**src/hdl/or_move_pkg.sv**
```systemverilog
package or_move_pkg;

  // word and operand widths
  localparam int WORD_W = 14;
  localparam int DATA_W = 8;
  localparam int ADDR_W = 7;

  // field positions inside the instruction word
  localparam int CLASS_MSB = 13;
  localparam int CLASS_LSB = 12;
  localparam int SUB_MSB = 11;
  localparam int SUB_LSB = 8;
  localparam int DEST_BIT = 7;
  localparam int LIT_MSB = 7;
  localparam int ADDR_MSB = 6;

  // encodings of the top two bits, the next nibble and the destination bit
  localparam logic [1:0] CLASS_LITERAL = 2'h3;
  localparam logic [1:0] CLASS_BYTE = 2'h0;
  localparam logic [3:0] SUB_OR_LIT = 4'h8;
  localparam logic [3:0] SUB_OR_FILE = 4'h4;
  localparam logic [3:0] SUB_MOVE_FILE = 4'h8;
  localparam logic [1:0] SUB_LOAD_LIT_HI = 2'h0;  // low two bits of the nibble are don't-care
  localparam logic DEST_ACC = 1'b0;

  // values after reset
  localparam logic [7:0] ACC_RESET = 8'h00;
  localparam logic ZERO_RESET = 1'b0;
  localparam logic [13:0] WORD_RESET = 14'h0000;
  localparam logic [7:0] BYTE_RESET = 8'h00;
  localparam logic [6:0] ADDR_RESET = 7'h00;

  typedef enum logic [2:0] {
    OP_NONE,
    OP_OR_LIT,
    OP_OR_FILE,
    OP_MOVE_FILE,
    OP_LOAD_LIT
  } op_e;

  typedef enum logic [1:0] {
    PH_Q1,
    PH_Q2,
    PH_Q3,
    PH_Q4
  } phase_e;

  // write port toward the file registers
  typedef struct packed {
    logic en;
    logic [6:0] addr;
    logic [7:0] data;
  } file_wr_s;

  // what the execute stage does with its result
  typedef struct packed {
    logic to_acc;
    logic to_file;
    logic sets_zero;
  } effect_s;

endpackage

```
**src/hdl/or_and_move_instruction_exec.sv**
```systemverilog
`timescale 1ns/1ps

module or_and_move_instruction_exec (
  input wire logic clk_i,
  input wire logic rst_i,
  input wire logic ce_i,
  input wire logic [13:0] instr_i,
  input wire logic [7:0] file_rd_data_i,
  output logic [6:0] file_rd_addr_o,
  output or_move_pkg::file_wr_s file_wr_o,
  output logic [7:0] acc_o,
  output logic zero_o,
  output or_move_pkg::phase_e phase_o
);

  or_move_pkg::phase_e phase_r;
  or_move_pkg::op_e op_r;
  logic [13:0] ir_r;
  logic [7:0] operand_r;
  logic [7:0] result_r;
  logic [7:0] acc_r;
  logic zero_r;
  logic [6:0] rd_addr_r;
  or_move_pkg::file_wr_s wr_r;
  logic [7:0] alu_result;
  or_move_pkg::effect_s effect;
  logic [7:0] lit_w;
  logic dest_w;

  assign lit_w = ir_r[or_move_pkg::LIT_MSB:0];
  assign dest_w = ir_r[or_move_pkg::DEST_BIT];

  // sort a word into one of the four handled operations
  function automatic or_move_pkg::op_e decode(input logic [13:0] w);
    logic [1:0] cls;
    logic [3:0] sub;
    cls = w[or_move_pkg::CLASS_MSB:or_move_pkg::CLASS_LSB];
    sub = w[or_move_pkg::SUB_MSB:or_move_pkg::SUB_LSB];
    if (cls == or_move_pkg::CLASS_LITERAL && sub == or_move_pkg::SUB_OR_LIT) begin
      decode = or_move_pkg::OP_OR_LIT;
    end else if (cls == or_move_pkg::CLASS_LITERAL && sub[3:2] == or_move_pkg::SUB_LOAD_LIT_HI) begin
      decode = or_move_pkg::OP_LOAD_LIT;
    end else if (cls == or_move_pkg::CLASS_BYTE && sub == or_move_pkg::SUB_OR_FILE) begin
      decode = or_move_pkg::OP_OR_FILE;
    end else if (cls == or_move_pkg::CLASS_BYTE && sub == or_move_pkg::SUB_MOVE_FILE) begin
      decode = or_move_pkg::OP_MOVE_FILE;
    end else begin
      decode = or_move_pkg::OP_NONE;
    end
  endfunction

  // four phases per instruction cycle, free running while enabled
  always_ff @(posedge clk_i) begin
    if (rst_i) begin
      phase_r <= or_move_pkg::PH_Q1;
    end else if (ce_i) begin
      case (phase_r)
        or_move_pkg::PH_Q1: phase_r <= or_move_pkg::PH_Q2;
        or_move_pkg::PH_Q2: phase_r <= or_move_pkg::PH_Q3;
        or_move_pkg::PH_Q3: phase_r <= or_move_pkg::PH_Q4;
        or_move_pkg::PH_Q4: phase_r <= or_move_pkg::PH_Q1;
        default: phase_r <= or_move_pkg::PH_Q1;
      endcase
    end
  end

  // Q1: latch and decode; the read address goes out for the whole of Q2
  always_ff @(posedge clk_i) begin
    if (rst_i) begin
      ir_r <= or_move_pkg::WORD_RESET;
      op_r <= or_move_pkg::OP_NONE;
      rd_addr_r <= or_move_pkg::ADDR_RESET;
    end else if (ce_i && phase_r == or_move_pkg::PH_Q1) begin
      ir_r <= instr_i;
      op_r <= decode(instr_i);
      rd_addr_r <= instr_i[or_move_pkg::ADDR_MSB:0];
    end
  end

  // Q2: fetch the operand, literal from the word or data from the file
  always_ff @(posedge clk_i) begin
    if (rst_i) begin
      operand_r <= or_move_pkg::BYTE_RESET;
    end else if (ce_i && phase_r == or_move_pkg::PH_Q2) begin
      if (op_r == or_move_pkg::OP_OR_LIT || op_r == or_move_pkg::OP_LOAD_LIT) begin
        operand_r <= lit_w;
      end else begin
        operand_r <= file_rd_data_i;  // same clock domain, no synchroniser
      end
    end
  end

  or_move_alu u_alu (
    .op_i(op_r),
    .dest_i(dest_w),
    .acc_i(acc_r),
    .operand_i(operand_r),
    .result_o(alu_result),
    .effect_o(effect)
  );

  // Q3: process; the file write strobe is raised for exactly the Q4 phase
  always_ff @(posedge clk_i) begin
    if (rst_i) begin
      result_r <= or_move_pkg::BYTE_RESET;
      wr_r <= '0;
    end else if (ce_i) begin
      if (phase_r == or_move_pkg::PH_Q3) begin
        result_r <= alu_result;
        wr_r.en <= effect.to_file;
        wr_r.addr <= ir_r[or_move_pkg::ADDR_MSB:0];
        wr_r.data <= alu_result;
      end else begin
        wr_r.en <= 1'b0;
      end
    end
  end

  // Q4: write the accumulator and the zero flag
  always_ff @(posedge clk_i) begin
    if (rst_i) begin
      acc_r <= or_move_pkg::ACC_RESET;
      zero_r <= or_move_pkg::ZERO_RESET;
    end else if (ce_i && phase_r == or_move_pkg::PH_Q4) begin
      if (effect.to_acc) begin
        acc_r <= result_r;
      end
      if (effect.sets_zero) begin
        zero_r <= (result_r == or_move_pkg::BYTE_RESET);
      end
    end
  end

  // all outputs come straight from flip-flops
  assign file_rd_addr_o = rd_addr_r;
  assign file_wr_o = wr_r;
  assign acc_o = acc_r;
  assign zero_o = zero_r;
  assign phase_o = phase_r;
endmodule // or_and_move_instruction_exec

```
**src/hdl/or_move_alu.sv**
```systemverilog
`timescale 1ns/1ps

// combinational data path for the third phase
module or_move_alu (
  input wire or_move_pkg::op_e op_i,
  input wire logic dest_i,
  input wire logic [7:0] acc_i,
  input wire logic [7:0] operand_i,
  output logic [7:0] result_o,
  output or_move_pkg::effect_s effect_o
);

  // result and where it goes; unknown words do nothing at all
  always_comb begin
    result_o = operand_i;
    effect_o = '0;
    case (op_i)
      or_move_pkg::OP_OR_LIT: begin
        result_o = acc_i | operand_i;
        effect_o.to_acc = 1'b1;
        effect_o.sets_zero = 1'b1;
      end
      or_move_pkg::OP_OR_FILE: begin
        result_o = acc_i | operand_i;
        effect_o.to_acc = (dest_i == or_move_pkg::DEST_ACC);
        effect_o.to_file = (dest_i != or_move_pkg::DEST_ACC);
        effect_o.sets_zero = 1'b1;
      end
      or_move_pkg::OP_MOVE_FILE: begin
        result_o = operand_i;
        effect_o.to_acc = (dest_i == or_move_pkg::DEST_ACC);
        effect_o.to_file = (dest_i != or_move_pkg::DEST_ACC);
        effect_o.sets_zero = 1'b1;
      end
      or_move_pkg::OP_LOAD_LIT: begin
        result_o = operand_i;
        effect_o.to_acc = 1'b1;  // flags stay untouched
      end
      default: begin
        result_o = operand_i;
        effect_o = '0;
      end
    endcase
  end

endmodule // or_move_alu

```
**config.mk**
```make
export PLATFORM = sky130hd
export DESIGN_NAME = or_and_move_instruction_exec
export DESIGN_NICKNAME = d
export VERILOG_FILES = /design/src/hdl/or_move_pkg.sv /design/src/hdl/or_and_move_instruction_exec.sv /design/src/hdl/or_move_alu.sv
export SDC_FILE = /design/constraint.sdc
export NUM_CORES = 1
export LEC_CHECK = 0
export BUFFER_PORTS_ARGS = -buffer_cell sky130_fd_sc_hd__buf_4
export CORE_UTILIZATION = 39
export DETAILED_ROUTE_END_ITERATION = 16
export GPL_TIMING_DRIVEN = 0
export PLACE_DENSITY = 0.63
export SETUP_SLACK_MARGIN = 0.2
export SLEW_MARGIN = 25
export SYNTH_ARGS = -nofsm -noshare
export SYNTH_HDL_FRONTEND = slang
export SYNTH_SLANG_ARGS = --single-unit
```
**constraint.sdc**
```tcl
create_clock -name clk_i -period 2.1 [get_ports clk_i]
set_input_delay 0.42 -clock clk_i [delete_from_list [all_inputs] [get_ports clk_i]]
set_output_delay 0.42 -clock clk_i [all_outputs]
set_load 0.01 [all_outputs]
```
==> flow_metrics.env, run 1 <==
export IMPL_fp_dieArea_um2=5510
export IMPL_max_clock_freq_mhz=596
export IMPL_peakVddDrop_uv=369
export IMPL_layout_nets=330
export IMPL_regArea_um2=921
export IMPL_die_h_um=74.2
export IMPL_worstSetupPathType="reg -> reg"
export IMPL_synth_ff_type="dfxtp_1"
export IMPL_syn_area_um2=2040
export IMPL_drive_above_1_share=0.239
export IMPL_synth_area_leaders="dfxtp_1 (45%), nand2_1 (6.8%), nand2b_1 (5.2%), a21oi_1 (4.9%), mux2i_1 (4.4%)"
export IMPL_die_w_um=74.2
export IMPL_clk_latency_ns=0.30
export IMPL_relSlewSlack=0.617
export IMPL_hold_start="instr_i[2]"
export IMPL_startpoint_type="flip-flop"
export IMPL_drcViolationCount=0
export IMPL_clk_pin_slew_worst_paths_ns=0.09
export IMPL_via_per_inst=4.99
export IMPL_clock_sinks=46
export IMPL_coreArea_um2=4880
export IMPL_fin_setup_tns_ns=0
export IMPL_max_stage_delay_ns=0.40
export IMPL_synth_cells=236
export IMPL_yosys_register_bits=46
export IMPL_end_kind="flip-flop"
export IMPL_multi_input_area_um2=1040
export IMPL_yosys_warnings=0
export IMPL_finalClockSkew_ns=0.00962
export IMPL_cp_num_buf_inv=2
export IMPL_cts_root_buf="clkbuf_8"
export IMPL_vias=1835
export IMPL_routed_wl_um=4890
export IMPL_placementRows=25
export IMPL_drv_slew=0
export IMPL_max_cap_viol_count=0
export IMPL_holdPathStages=3
export IMPL_drt_iter0_drc=77
export IMPL_synth_top_area_share=0.452
export IMPL_placed_area_um2=2550
export IMPL_synth_edf_count=0
export IMPL_io_buffers=57
export IMPL_hold_viol=0
export IMPL_grt_pass1_vias=1676
export IMPL_clockBufferDepth=2
export IMPL_syn_area_per_cell_um2=8.63
export IMPL_synth_async_reset_ratio=0
export IMPL_r2r_start="phase_o[1]$_SDFFE_PP0P_"
export IMPL_hold_buffers=0
export IMPL_grt_pass1_wl_um=8080
export IMPL_reg2reg_depth=6
export IMPL_cts_tree="done"
export IMPL_dp_cells=360
export IMPL_grt_remaining_overflow=0
export IMPL_pre_cts_ws_ns=0.307
export IMPL_hpwlAfterDp_um=3790
export IMPL_setup_ws_ns=0.422
export IMPL_path_max_fanout=10
export IMPL_p_leak_uw=0.00104
export IMPL_track_usage=0.194
export IMPL_status="completed"
export IMPL_cpLargestDelayFamily="buffers and inverters"
export IMPL_fin_area_um2=2650
export IMPL_crit_chain="inv_1 -> ha_1 -> nand2_1 -> clkbuf_1 -> nor4_1 -> a211oi_1"
export IMPL_r2r_end="operand_r[5]$_SDFFE_PP0P_"
export IMPL_fill_cells=498
export IMPL_first_pass_iters=4
export IMPL_r2r_slack_ns=0.42
export IMPL_yosysSeqAreaShare=0.452
export IMPL_cp_required_ns=2.33
export IMPL_htree_levels=2
export IMPL_rsz0062_at_grt="no"
export IMPL_p_per_area_nw_per_um2=654
export IMPL_yosysTopAreaCell="dfxtp_1"
export IMPL_ant_nets=0
export IMPL_slowest_stage="dfxtp_1"
export IMPL_wire_per_inst_um=13.3
export IMPL_cts_buffers=5
export IMPL_hp_class="in -> reg"
export IMPL_period_share=0.799
export IMPL_instances_no_fill=368
export IMPL_hold_end="ir_r[2]$_SDFFE_PP0P_"
export IMPL_setup_viol_count_final=0
export IMPL_antenna_found_initial=0
export IMPL_tightestPinTransition_ns=0.575
export IMPL_final_util=0.542
export IMPL_antenna_cells=0
export IMPL_synth_distinct_cells=31
export IMPL_initial_utilization=0.417
export IMPL_syn_nets=266
export IMPL_critPathLaunch="phase_o[1]$_SDFFE_PP0P_"
export IMPL_grt_max_degree=15
export IMPL_syn_to_final_growth_pct=29.9
export IMPL_place_gp_congestion=0.751
export IMPL_io_pins=59
export IMPL_critPathArrivalTime_ns=1.90
export IMPL_min_period_ns=1.68
## per-stage QoR
stage | hold WS [ns] | power (uW)
floorplan | 0.481 | 1080
global placement | 0.450 | 1180
detailed placement | 0.452 | 1180
CTS | 0.354 | 1750
global route | 0.351 | 1830
finish | 0.360 | 1730
## Yosys cell counts (2+ instances only)
cell type,count
ha_1,5
a21oi_1,20
nand4_1,2
o21bai_1,8
buf_2,2
and2_1,2
nand2_1,37
nand3_1,2
nor4_1,9
inv_1,2
mux2i_1,9
clkbuf_1,13
nor2_1,20
dfxtp_1,46
a311oi_1,8
nand2b_1,17
xor2_1,2
a211oi_1,9
or4_1,3
nor3_1,8
buf_1,2
## area by class of cell
type / instances / share of cell area
timing repair buffer: 57 / 0.162
buffer: 17 / 0.0260
clock buffer: 6 / 0.0312
sequential: 46 / 0.348
tap: 67 / 0.0317
clock inverter: 2 / 0.00473
multi-input combinational: 170 / 0.392
inverter: 3 / 0.00426
## where the power goes
part | internal [uW] | switching (uW)
clock | 265 | 302
sequential | 906 | 33.9
combinational | 108 | 115
total | 1280 | 451
## layer usage
layer | vias to the layer above | track usage | wire length, um
li1 | 953 | - | -
met1 | 820 | 0.265 | 2410
met2 | 54 | 0.300 | 2150
met3 | 8 | 0.0583 | 257
met4 | 0 | 0.0524 | 65
met5 | - | 0 | 0
## what timing repair did
action | 4_1_cts | 5_1_grt
buffers inserted | 0 | 0
setup endpoints to repair | 0 | 10
gates resized for setup | 0 | 4
## flip-flops by register name, indices dropped and copies added (netlist names)
signal	cells
phase_o	2
acc_o	8
file_wr_o	16
ir_r	8
operand_r	8
op_r	3
zero_o	1
## tightest hold or removal path, cell delays in order
cell	delay, ns
buf_4	0.10
nand2_1	0.05
a21oi_1	0.05
## worst max path at each step
stage	cells after the start	to	slack, ns
floorplan	3	zero_o$_SDFFE_PP0P_	0.59
CTS	7	file_wr_o[12]$_SDFFE_PP0P_	0.29
finish	6	operand_r[5]$_SDFFE_PP0P_	0.42
detailed placement	7	file_wr_o[12]$_SDFFE_PP0P_	0.31
global placement	7	file_wr_o[13]$_SDFFE_PP0P_	0.33
global route	7	file_wr_o[6]$_SDFFE_PP0P_	0.22
## cell usage in the layout (no fill, tap or decap)
| master | instances |
|---|---|
| a211oi_1 | 9 |
| a21oi_1 | 20 |
| a311oi_1 | 8 |
| and2_0 | 1 |
| and2_1 | 2 |
| buf_1 | 2 |
| buf_2 | 2 |
| buf_4 | 57 |
| clkbuf_1 | 11 |
| clkbuf_2 | 2 |
| clkbuf_8 | 6 |
| clkinv_1 | 1 |
| clkinv_2 | 1 |
| clkinvlp_4 | 1 |
| dfxtp_1 | 46 |
| ha_1 | 5 |
| inv_1 | 2 |
| mux2i_1 | 9 |
| nand2_1 | 37 |
| nand2b_1 | 17 |
| nand3_1 | 2 |
| nand4_1 | 2 |
| nand4b_1 | 1 |
| nor2_1 | 20 |
| nor3_1 | 8 |
| nor4_1 | 9 |
| nor4b_1 | 1 |
| o211ai_1 | 1 |
| o21ai_0 | 1 |
| o21bai_1 | 8 |
| o32ai_4 | 1 |
| or2_2 | 1 |
| or4_1 | 3 |
| xnor2_1 | 1 |
| xnor2_2 | 1 |
| xor2_1 | 2 |
## cells by family (layout without fill, tap and decap cells)
family / Yosys count / count (layout) / share of synthesized area
AOI/OAI and AO/OA: 48 / 48 / 0.166
xor gates and xnor gates: 4 / 4 / 0.0209
adders and majority gates: 5 / 5 / 0.0307
buffers and inverters: 20 / 85 / 0.0381
DFF: 46 / 46 / 0.452
muxes: 9 / 9 / 0.0443
and+or+nand+nor: 104 / 104 / 0.248
Power figures use the tool's default switching activity.
==> run 2: changes to the inputs <==
==> constraint.sdc (replaced) <==
create_clock -name clk_i -period 1.67 [get_ports clk_i]
set_input_delay 0.334 -clock clk_i [delete_from_list [all_inputs] [get_ports clk_i]]
set_output_delay 0.334 -clock clk_i [all_outputs]
set_load 0.01 [all_outputs]
==> run 2 against run 1 <==
Utilization is 4.1 points higher. Via count grew 2.9%. Register-to-register slack worse by 0.31 ns. Fmax up 7.9%. Sequential cell count did not move. Final area up 7.5%. Worst setup slack lost 0.31 ns.
==> flow_metrics.env, run 2 (synthesis gave the netlist of run 1 again) <==
export IMPL_status="completed"
export IMPL_p_clk_frac=0.343
export IMPL_placementRows=25
export IMPL_drt_iter0_drc=57
export IMPL_finalClockSkew_ns=0.00755
export IMPL_ant_nets=0
export IMPL_p_per_area_nw_per_um2=808
export IMPL_antenna_cells=0
export IMPL_clock_sinks=46
export IMPL_placed_area_um2=2550
export IMPL_place_gp_congestion=0.783
export IMPL_coreArea_um2=4880
export IMPL_fin_setup_tns_ns=0
export IMPL_cts_buffers=5
export IMPL_power_frac_comb=0.140
export IMPL_tightestPinTransition_ns=0.550
export IMPL_setup_ws_ns=0.114
export IMPL_regArea_um2=936
export IMPL_switching_share=0.251
export IMPL_die_h_um=74.2
export IMPL_syn_to_final_growth_pct=39.7
export IMPL_layout_nets=336
export IMPL_rsz0062_at_grt="yes"
export IMPL_path_max_fanout=2
export IMPL_grt_remaining_overflow=0
export IMPL_cts_tree="done"
export IMPL_die_w_um=74.2
export IMPL_antenna_found_initial=0
export IMPL_pre_cts_ws_ns=-0.0196
export IMPL_io_buffers=57
export IMPL_power_frac_seq=0.517
export IMPL_p_leak_uw=0.00112
export IMPL_drv_slew=0
export IMPL_worstSetupPathType="reg -> reg"
export IMPL_hold_end="ir_r[3]$_SDFFE_PP0P_"
export IMPL_reg2reg_depth=3
export IMPL_p_int_uw=1720
export IMPL_io_pins=59
export IMPL_track_usage=0.198
export IMPL_r2r_end="zero_o$_SDFFE_PP0P_"
export IMPL_routed_wl_um=5170
export IMPL_grt_max_degree=14
export IMPL_grt_pass1_vias=1693
export IMPL_hold_viol=0
export IMPL_relSlewSlack=0.633
export IMPL_mostFrequentLayoutCells="buf_4 (63), dfxtp_1 (38), nand2_1 (35)"
export IMPL_wire_per_inst_um=13.8
export IMPL_hold_buffers=0
export IMPL_cp_required_ns=1.90
export IMPL_p_sw_uw=577
export IMPL_drcViolationCount=0
export IMPL_period_share=0.932
export IMPL_initial_utilization=0.417
export IMPL_hpwlAfterDp_um=3780
export IMPL_max_clock_freq_mhz=643
export IMPL_first_pass_iters=4
export IMPL_via_per_inst=5.05
export IMPL_startpoint_type="flip-flop"
export IMPL_end_kind="flip-flop"
export IMPL_r2r_slack_ns=0.11
export IMPL_setup_viol_count_final=0
export IMPL_holdPathStages=3
export IMPL_grt_pass1_wl_um=8290
export IMPL_hold_start="instr_i[3]"
export IMPL_hp_class="in -> reg"
export IMPL_min_period_ns=1.56
export IMPL_max_cap_viol_count=0
export IMPL_clk_latency_ns=0.30
export IMPL_vias=1888
export IMPL_final_common_cell="buf_4"
export IMPL_cts_root_buf="clkbuf_8"
export IMPL_fp_dieArea_um2=5510
export IMPL_critPathArrivalTime_ns=1.79
export IMPL_multi_input_area_um2=1110
export IMPL_htree_levels=2
export IMPL_clk_pin_slew_worst_paths_ns=0.08
export IMPL_fill_cells=486
export IMPL_fin_area_um2=2840
export IMPL_r2r_start="file_wr_o[1]$_SDFFE_PP0P_"
export IMPL_drive_above_1_share=0.342
export IMPL_peakVddDrop_uv=492
export IMPL_largest_reg_flops=16
export IMPL_clockBufferDepth=2
-- run 2: cell count changes in the layout (fill, tap and decap cells not counted), moves of 2 or more --
cell,before,now
ha_1,5,2
buf_12,0,2
buf_1,2,0
nand2_2,0,2
ha_4,0,2
clkbuf_8,6,9
dfxtp_4,0,2
dfxtp_2,0,6
dfxtp_1,46,38
buf_4,57,63
clkbuf_1,11,6
nand2_1,37,35
clkbuf_2,2,4
-- run 2: metrics by stage --
step	total power, uW	std cells	hold slack, ns	util
final	2300	374	0.282	0.583
after global routing	2400	374	0.276	0.583
after CTS	2290	373	0.276	0.564
after detailed placement	1490	360	0.455	0.523
after global placement	1490	360	0.448	0.523
after floorplan	1360	236	0.470	-
-- run 2: critical path, stage by stage, from the launching register on --
cell     delay [ns]
dfxtp_2        0.32
or4_1          0.52
or4_1          0.53
a21oi_2        0.12
-- run 2: power groups by stage --
stage          Combinational, uW  Sequential (uW)  Clock, uW
6_report                     321             1190        789
5_1_grt                      358             1190        851
4_1_cts                      304             1180        800
3_5_place_dp                 283             1210          0
3_3_place_gp                 281             1210          0
2_1_floorplan                148             1210          0
-- run 2: how the worst max path moves through the flow --
stage                               from  slack [ns]                        end  depth (start not counted)
2_1_floorplan  file_wr_o[4]$_SDFFE_PP0P_        0.17        zero_o$_SDFFE_PP0P_                          3
3_3_place_gp     phase_o[0]$_SDFFE_PP0P_       -0.01  file_wr_o[5]$_SDFFE_PP0P_                          6
3_5_place_dp     phase_o[0]$_SDFFE_PP0P_       -0.02  file_wr_o[5]$_SDFFE_PP0P_                          6
4_1_cts        file_wr_o[1]$_SDFFE_PP0P_        0.12        zero_o$_SDFFE_PP0P_                          3
5_1_grt        file_wr_o[1]$_SDFFE_PP0P_        0.07        zero_o$_SDFFE_PP0P_                          3
6_report       file_wr_o[1]$_SDFFE_PP0P_        0.11        zero_o$_SDFFE_PP0P_                          3
-- run 2: final cells by class --
class	count	share of cell area
buffer	17	0.0330
clock buffer	8	0.0387
inverter	3	0.00396
multi-input combinational	170	0.391
sequential	46	0.329
tap	67	0.0295
timing repair buffer	63	0.175
-- run 2: metal layers --
metal	track usage	share of wire
met3	0.0528	0.056
met1	0.280	0.50
met5	0	0
met2	0.304	0.44
met4	0.0461	0.0089
-- run 2: what timing repair did --
item,in CTS,in global routing
setup endpoints to repair,42,40
pin swaps,4,3
buffers inserted,5,1
resized for setup,17,23
